===== src/slc_map.vh =====
// register map and reset values of the serial lane crossbar configuration
// assumes inclusion by slc_top.v only
`ifndef SLC_MAP_VH
`define SLC_MAP_VH
// printed offsets are not all multiples of four: they are indexes
`define SLC_IDX_MAP_1_0 12'h5B2
`define SLC_IDX_MAP_3_2 12'h5B3
`define SLC_IDX_MAP_5_4 12'h5B5
`define SLC_IDX_MAP_7_6 12'h5B6
`define SLC_IDX_INVERT 12'h5BF
// selector fields
`define SLC_SEL_LO_MSB 2
`define SLC_SEL_LO_LSB 0
`define SLC_SEL_HI_MSB 6
`define SLC_SEL_HI_LSB 4
// reset values of whole registers
`define SLC_RST_MAP_1_0 8'h10
`define SLC_RST_MAP_3_2 8'h32
`define SLC_RST_MAP_5_4 8'h54
`define SLC_RST_MAP_7_6 8'h76
`define SLC_RST_INVERT 8'h00
// writable bits of a lane map register; bits 7 and 3 are reserved
`define SLC_MAP_WMASK 8'h77
// selector width and lane count
`define SLC_SEL_W 3
`define SLC_NUM_LANES 8
// word offset bits of an accepted address
`define SLC_WORD_OFS 2'h0
// zero padding above the read byte
`define SLC_RD_PAD 24'h00_0000
// reset value of each selector: identity map
`define SLC_RST_SEL_0 3'h0
`define SLC_RST_SEL_1 3'h1
`define SLC_RST_SEL_2 3'h2
`define SLC_RST_SEL_3 3'h3
`define SLC_RST_SEL_4 3'h4
`define SLC_RST_SEL_5 3'h5
`define SLC_RST_SEL_6 3'h6
`define SLC_RST_SEL_7 3'h7
`endif


===== src/slc_top.v =====
// serial lane crossbar configuration: apb register slave plus lane crossbar
// assumes an apb master on REF_CLK_I and lane data from the same clock
// assumes the far-side receiver samples the lanes on the same clock
`include "slc_map.vh"
`default_nettype none

module slc_top #(
  parameter LANE_W = 8,
  parameter ADDR_W = 14
) (
  // clock and reset
  input wire REF_CLK_I,
  input wire SRST_I,
  // apb slave
  input wire PSEL_I,
  input wire PENABLE_I,
  input wire PWRITE_I,
  input wire [ADDR_W-1:0] PADDR_I,
  input wire [31:0] PWDATA_I,
  output reg [31:0] PRDATA_O,
  output reg PREADY_O,
  output reg PSLVERR_O,
  // logical lane data in, physical lane data out
  input wire [8*LANE_W-1:0] LOGICAL_LANE_I,
  output reg [8*LANE_W-1:0] SERIAL_LANE_OUTPUT_O
);

  // ************************************************************
  // selector and invert storage
  // ************************************************************
  reg [`SLC_SEL_W-1:0] sel_0;
  reg [`SLC_SEL_W-1:0] sel_1;
  reg [`SLC_SEL_W-1:0] sel_2;
  reg [`SLC_SEL_W-1:0] sel_3;
  reg [`SLC_SEL_W-1:0] sel_4;
  reg [`SLC_SEL_W-1:0] sel_5;
  reg [`SLC_SEL_W-1:0] sel_6;
  reg [`SLC_SEL_W-1:0] sel_7;
  reg [7:0] invert;

  reg [`SLC_SEL_W-1:0] next_sel_0;
  reg [`SLC_SEL_W-1:0] next_sel_1;
  reg [`SLC_SEL_W-1:0] next_sel_2;
  reg [`SLC_SEL_W-1:0] next_sel_3;
  reg [`SLC_SEL_W-1:0] next_sel_4;
  reg [`SLC_SEL_W-1:0] next_sel_5;
  reg [`SLC_SEL_W-1:0] next_sel_6;
  reg [`SLC_SEL_W-1:0] next_sel_7;
  reg [7:0] next_invert;

  // ************************************************************
  // decode functions
  // ************************************************************
  // true for the five implemented word indexes only
  function hit;
    input [ADDR_W-3:0] a;
    begin
      case (a)
        `SLC_IDX_MAP_1_0: hit = 1'h1;
        `SLC_IDX_MAP_3_2: hit = 1'h1;
        `SLC_IDX_MAP_5_4: hit = 1'h1;
        `SLC_IDX_MAP_7_6: hit = 1'h1;
        `SLC_IDX_INVERT: hit = 1'h1;
        default: hit = 1'h0;
      endcase
    end
  endfunction

  // low selector field of a written byte
  function [`SLC_SEL_W-1:0] lo_field;
    input [7:0] d;
    begin
      lo_field = d[`SLC_SEL_LO_MSB:`SLC_SEL_LO_LSB];
    end
  endfunction

  // high selector field; bits 7 and 3 are reserved and never stored
  function [`SLC_SEL_W-1:0] hi_field;
    input [7:0] d;
    begin
      hi_field = d[`SLC_SEL_HI_MSB:`SLC_SEL_HI_LSB];
    end
  endfunction

  // two selectors packed as they read back, reserved bits as zero
  function [7:0] pack;
    input [`SLC_SEL_W-1:0] hi;
    input [`SLC_SEL_W-1:0] lo;
    begin
      pack = {1'h0, hi, 1'h0, lo};
    end
  endfunction

  // read-back mux; unimplemented indexes read as zero
  function [7:0] rd_byte;
    input [ADDR_W-3:0] a;
    begin
      case (a)
        `SLC_IDX_MAP_1_0: rd_byte = pack(sel_1, sel_0);
        `SLC_IDX_MAP_3_2: rd_byte = pack(sel_3, sel_2);
        `SLC_IDX_MAP_5_4: rd_byte = pack(sel_5, sel_4);
        `SLC_IDX_MAP_7_6: rd_byte = pack(sel_7, sel_6);
        `SLC_IDX_INVERT: rd_byte = invert;
        default: rd_byte = 8'h00;
      endcase
    end
  endfunction

  // ************************************************************
  // apb decode
  // ************************************************************
  reg next_pready;
  reg next_pslverr;
  reg [31:0] next_prdata;
  wire [ADDR_W-3:0] idx;
  wire aligned;
  wire access;
  wire ok;
  wire rd;
  wire wr;
  wire [7:0] wbyte;

  assign idx = PADDR_I[ADDR_W-1:2];
  assign aligned = (PADDR_I[1:0] == `SLC_WORD_OFS);
  // take the request in the first access cycle only; the registered
  // ready that follows keeps the same transfer from being taken twice
  assign access = PSEL_I & PENABLE_I & ~PREADY_O;
  assign ok = aligned & hit(idx);
  assign rd = access & ~PWRITE_I & ok;
  assign wr = access & PWRITE_I & ok;
  assign wbyte = PWDATA_I[7:0];

  // ************************************************************
  // write strobes
  // ************************************************************
  // one strobe per implemented register
  wire wr_map_1_0;
  wire wr_map_3_2;
  wire wr_map_5_4;
  wire wr_map_7_6;
  wire wr_invert;

  assign wr_map_1_0 = wr & (idx == `SLC_IDX_MAP_1_0);
  assign wr_map_3_2 = wr & (idx == `SLC_IDX_MAP_3_2);
  assign wr_map_5_4 = wr & (idx == `SLC_IDX_MAP_5_4);
  assign wr_map_7_6 = wr & (idx == `SLC_IDX_MAP_7_6);
  assign wr_invert = wr & (idx == `SLC_IDX_INVERT);

  // ************************************************************
  // selector next values
  // ************************************************************
  always @* begin
    next_sel_0 = sel_0;
    next_sel_1 = sel_1;
    next_sel_2 = sel_2;
    next_sel_3 = sel_3;
    next_sel_4 = sel_4;
    next_sel_5 = sel_5;
    next_sel_6 = sel_6;
    next_sel_7 = sel_7;
    if (wr_map_1_0) begin
      next_sel_0 = lo_field(wbyte);
      next_sel_1 = hi_field(wbyte);
    end
    if (wr_map_3_2) begin
      next_sel_2 = lo_field(wbyte);
      next_sel_3 = hi_field(wbyte);
    end
    if (wr_map_5_4) begin
      next_sel_4 = lo_field(wbyte);
      next_sel_5 = hi_field(wbyte);
    end
    if (wr_map_7_6) begin
      next_sel_6 = lo_field(wbyte);
      next_sel_7 = hi_field(wbyte);
    end
  end

  // ************************************************************
  // invert next value
  // ************************************************************
  always @* begin
    next_invert = invert;
    if (wr_invert) begin
      next_invert = wbyte;
    end
  end

  // ************************************************************
  // apb response
  // ************************************************************
  always @* begin
    next_pready = access;
    // unmapped or unaligned: write dropped, read zero, error flagged
    next_pslverr = access & ~ok;
  end

  // ************************************************************
  // read data
  // ************************************************************
  // read data stands only in the ready cycle, zero otherwise
  always @* begin
    next_prdata = 32'h0000_0000;
    if (rd) begin
      next_prdata = {`SLC_RD_PAD, rd_byte(idx)};
    end
  end

  // ************************************************************
  // register stage
  // ************************************************************
  always @(posedge REF_CLK_I) begin
    if (SRST_I) begin
      sel_0 <= `SLC_RST_SEL_0;
      sel_1 <= `SLC_RST_SEL_1;
      sel_2 <= `SLC_RST_SEL_2;
      sel_3 <= `SLC_RST_SEL_3;
      sel_4 <= `SLC_RST_SEL_4;
      sel_5 <= `SLC_RST_SEL_5;
      sel_6 <= `SLC_RST_SEL_6;
      sel_7 <= `SLC_RST_SEL_7;
      invert <= `SLC_RST_INVERT;
    end else begin
      sel_0 <= next_sel_0;
      sel_1 <= next_sel_1;
      sel_2 <= next_sel_2;
      sel_3 <= next_sel_3;
      sel_4 <= next_sel_4;
      sel_5 <= next_sel_5;
      sel_6 <= next_sel_6;
      sel_7 <= next_sel_7;
      invert <= next_invert;
    end
  end

  // status outputs held low through reset
  always @(posedge REF_CLK_I) begin
    if (SRST_I) begin
      PREADY_O <= 1'h0;
      PSLVERR_O <= 1'h0;
      PRDATA_O <= 32'h0000_0000;
    end else begin
      PREADY_O <= next_pready;
      PSLVERR_O <= next_pslverr;
      PRDATA_O <= next_prdata;
    end
  end

  // ************************************************************
  // crossbar
  // ************************************************************
  wire [`SLC_NUM_LANES*`SLC_SEL_W-1:0] sel_all;
  wire [`SLC_NUM_LANES*LANE_W-1:0] crossed;
  assign sel_all = {sel_7, sel_6, sel_5, sel_4, sel_3, sel_2, sel_1, sel_0};

  // duplicate selections are software's concern; hardware just copies
  genvar g;
  generate
    for (g = 0; g < `SLC_NUM_LANES; g = g + 1) begin : lane
      wire [`SLC_SEL_W-1:0] sel;
      assign sel = sel_all[g*`SLC_SEL_W +: `SLC_SEL_W];
      assign crossed[g*LANE_W +: LANE_W] =
        LOGICAL_LANE_I[sel*LANE_W +: LANE_W];
    end
  endgenerate

  // ************************************************************
  // polarity
  // ************************************************************
  // inversion follows the crossbar, so bit p always flips physical lane p
  wire [`SLC_NUM_LANES*LANE_W-1:0] next_lanes;

  generate
    for (g = 0; g < `SLC_NUM_LANES; g = g + 1) begin : flip
      assign next_lanes[g*LANE_W +: LANE_W] =
        crossed[g*LANE_W +: LANE_W] ^ {LANE_W{invert[g]}};
    end
  endgenerate

  // ************************************************************
  // output register
  // ************************************************************
  // one stage so every lane leaves straight from a flip-flop; lanes
  // lag the logical input by one clock and any selector write by two
  always @(posedge REF_CLK_I) begin
    if (SRST_I) begin
      SERIAL_LANE_OUTPUT_O <= {8*LANE_W{1'h0}};
    end else begin
      SERIAL_LANE_OUTPUT_O <= next_lanes;
    end
  end

endmodule

`default_nettype wire


===== config.mk =====
export PLATFORM = sky130hd
export DESIGN_NAME = slc_top
export DESIGN_NICKNAME = d
export VERILOG_FILES = /design/src/slc_top.v
export VERILOG_INCLUDE_DIRS = /design/src /design/src/src
export SDC_FILE = /design/constraint.sdc
export NUM_CORES = 1
export LEC_CHECK = 0
export BUFFER_PORTS_ARGS = -buffer_cell sky130_fd_sc_hd__buf_2
export CORE_MARGIN = 3
export CORE_UTILIZATION = 54
export DETAILED_ROUTE_END_ITERATION = 10
export PLACE_DENSITY = 0.82
export SYNTH_ARGS = -nofsm -noshare
export SYNTH_HDL_FRONTEND = slang
export SYNTH_SLANG_ARGS = --single-unit

===== constraint.sdc =====
create_clock -name REF_CLK_I -period 2.4 [get_ports REF_CLK_I]
set_input_delay 0.12 -clock REF_CLK_I [delete_from_list [all_inputs] [get_ports REF_CLK_I]]
set_output_delay 0.12 -clock REF_CLK_I [all_outputs]
set_load 0.01 [all_outputs]

==> qor.yml <==
outcome: "finished, final reports clean"
rows: 43
netlist_area_mm2: 0.00781
hpwlAfterDp_um: 18000
hold_viol_final: 0
die_area_mm2: 0.0159
grt_first_pass_wirelength_um: 37300
grtUsageTotal_pct: 30.6
drv_cap: 0
hold_ws_ns: 0.0400
ys_warn_count: 0
layout_min_cycle_time_ns: 1.95
reg2reg_to: "SERIAL_LANE_OUTPUT_O[20]"
setup_viol_count_final: 0
layout.nets: 840
ys_types: 36
hold_start: "PWDATA_I[1]"
cts_tree: "done"
io_pins: 213
clk_latency_ns: 0.36
peakVddDrop_mv: 0.336
synthFlopType: "dfxtp_1"
fp.dieH_um: 126
async_flop_share_pct: 0
setup_tns_ns: 0
htreeDepth: 3
post-synth-top-count-cell: "mux2i_1"
ctsHoldBuffers: 0
fin_total_pwr_w: 0.00394
reg2reg_slack_ns: 0.45
startpoint_type: "flip-flop"
avgSynthCellArea_um2: 13.1
portBuffers: 164
drive_above_1_share_pct: 47.2
grt_pass1_vias: 6411
dp.cells: 894
fmax_ghz: 0.514
finalCritPeriodShare_pct: 81.1
cts-root-buf: "clkbuf_16"
fin_skew_ns: 0.00740
clk_pin_slew_worst_paths_ns: 0.07
syn_inst: 595
final_antenna_net_count: 0
grt_max_degree: 38
cellLeakagePower_nw: 3.90
synth_area_leaders: "mux4_2 37%, dfxtp_1 27%, mux2i_1 20%"
ys_ff_latch: 106
worst_ep_arrival_time_ns: 2.18
whs_endpoint: "lane[2].sel[1]"
clock-sinks: 106
final_cell_count_no_fill: 914
vias: 6322
synth_edf_count: 0
grt_antenna_before_repair: 6
worst_slew_pin_slew_ns: 0.767
wl_per_cell_um: 26.7
via_per_inst: 6.92
end_kind: "flip-flop"
reg2reg_from: "lane[2].sel[0]"
ctsResizeCount: 0
yosysTopAreaCell: "mux4_2"
crit_required_ns: 2.64
core_mm2: 0.0140
drc: 0
die_w_um: 126
rsz0062_at_grt: "false"
crit_type: "flip-flop to flip-flop"
synth_common_cells: "156 x mux2i_1, 128 x mux4_2, 106 x dfxtp_1, 32 x buf_4, 29 x buf_1"
cp_max_fo: 16
globalRouteOverflowTotal: 0
cts_buffer_depth: 2
slew_headroom_pct: 48.8
cts_setup_buffers: 0
p_per_area_mw_per_mm2: 441
whs_path_depth: 3
drt-total-wl_um: 24400
hp-class: "input port to flip-flop"
critPathLaunch: "lane[2].sel[0]"
yosysSeqAreaShare_pct: 27.2
gp_congestion: 0.989
initial_core_util_pct: 55.8
area_delta_synth_final_pct: 14.2
first_pass_iters: 5
yosysTopAreaCellShare_pct: 36.9
finalMaxSlewViolations: 0
r2r.worst_path.cells: 4
numCtsBuffers: 9
drt_iter0_drc: 1042
-- worst max-delay path, stage by stage (launching register included) --
cell and delay, ns:
dfxtp_1 0.38, buf_4 0.32, mux4_2 0.56, mux2i_1 0.20, mux2i_1 0.37
-- worst max-delay path by stage --
| stage | to | slack, ns | cells past startpoint |
|---|---|---|---|
| floorplan | SERIAL_LANE_OUTPUT_O[32] | 0.72 | 5 |
| global placement | SERIAL_LANE_OUTPUT_O[48] | 0.56 | 4 |
| detailed placement | SERIAL_LANE_OUTPUT_O[49] | 0.52 | 4 |
| CTS | SERIAL_LANE_OUTPUT_O[49] | 0.49 | 4 |
| global route | SERIAL_LANE_OUTPUT_O[49] | 0.38 | 4 |
| finish | SERIAL_LANE_OUTPUT_O[20] | 0.45 | 4 |
-- routing by layer --
metal / share of wire [%] / global-route usage, %
met1: 34 / 38.6
met2: 46 / 48.7
met3: 14 / 10.9
met4: 5.0 / 11.7
met5: 0.11 / 0
-- sequential cells by signal, summed over array words and instances (netlist names) --
name / count
SERIAL_LANE_OUTPUT_O: 64
lane.sel: 24
PRDATA_O: 8
invert: 8
PREADY_O: 1
PSLVERR_O: 1
-- through the flow --
stage,utilization (%),cell area (µm²),worst slack (ns)
global route,63.7,8910,0.383
CTS,63.6,8900,0.492
global placement,61.7,8630,0.565
floorplan,-,7900,0.723
detailed placement,61.7,8630,0.516
finish,63.7,8920,0.453
-- placed cells by master (no fill, tap or decap), types with 3 or more instances in the layout --
| cell | synthesis | final |
|---|---|---|
| buf_2 | 15 | 164 |
| mux2i_1 | 156 | 156 |
| mux4_2 | 128 | 128 |
| dfxtp_1 | 106 | 106 |
| nand2b_1 | 25 | 25 |
| conb_1 | 1 | 24 |
| buf_4 | 32 | 23 |
| nor2_1 | 19 | 19 |
| clkbuf_16 | 0 | 9 |
| or2_2 | 8 | 8 |
| nand2_1 | 8 | 8 |
| a21oi_1 | 7 | 7 |
| a222oi_1 | 6 | 6 |
| a22o_1 | 6 | 6 |
| diode_2 | 0 | 5 |
| nand4b_1 | 4 | 4 |
| nor3_1 | 4 | 4 |
| and2_1 | 3 | 3 |
| o21ai_0 | 3 | 3 |
-- logic make-up (layout without fill, tap and decap cells) --
family                 Yosys count  count (layout)  share of synthesized area (%)
AND/OR/NAND/NOR                 85              85                           6.97
buffers and inverters           94             205                           6.52
AO/OA/AOI/OAI                   25              25                           2.37
flip-flops                     106             106                           27.2
other                            1              29                         0.0480
multiplexers                   284             284                           56.9
-- report_power, final --
part | leakage (nW) | internal (W) | switching (W)
sequential | 0.872 | 0.00182 | 0.0000139
clock | 0.128 | 0.000727 | 0.000655
combinational | 2.90 | 0.000338 | 0.000384
-- final cells by class --
class,count,area (µm²)
Inverter,2,7.51
Clock inverter,4,28.8
Fill cell,1077,5070
Tap cell,180,225
Antenna cell,5,12.5
Sequential cell,106,2120
Clock buffer,11,243
Timing Repair Buffer,188,1010
Multi-Input combinational cell,418,5260
(Power assumes the default switching activity.)
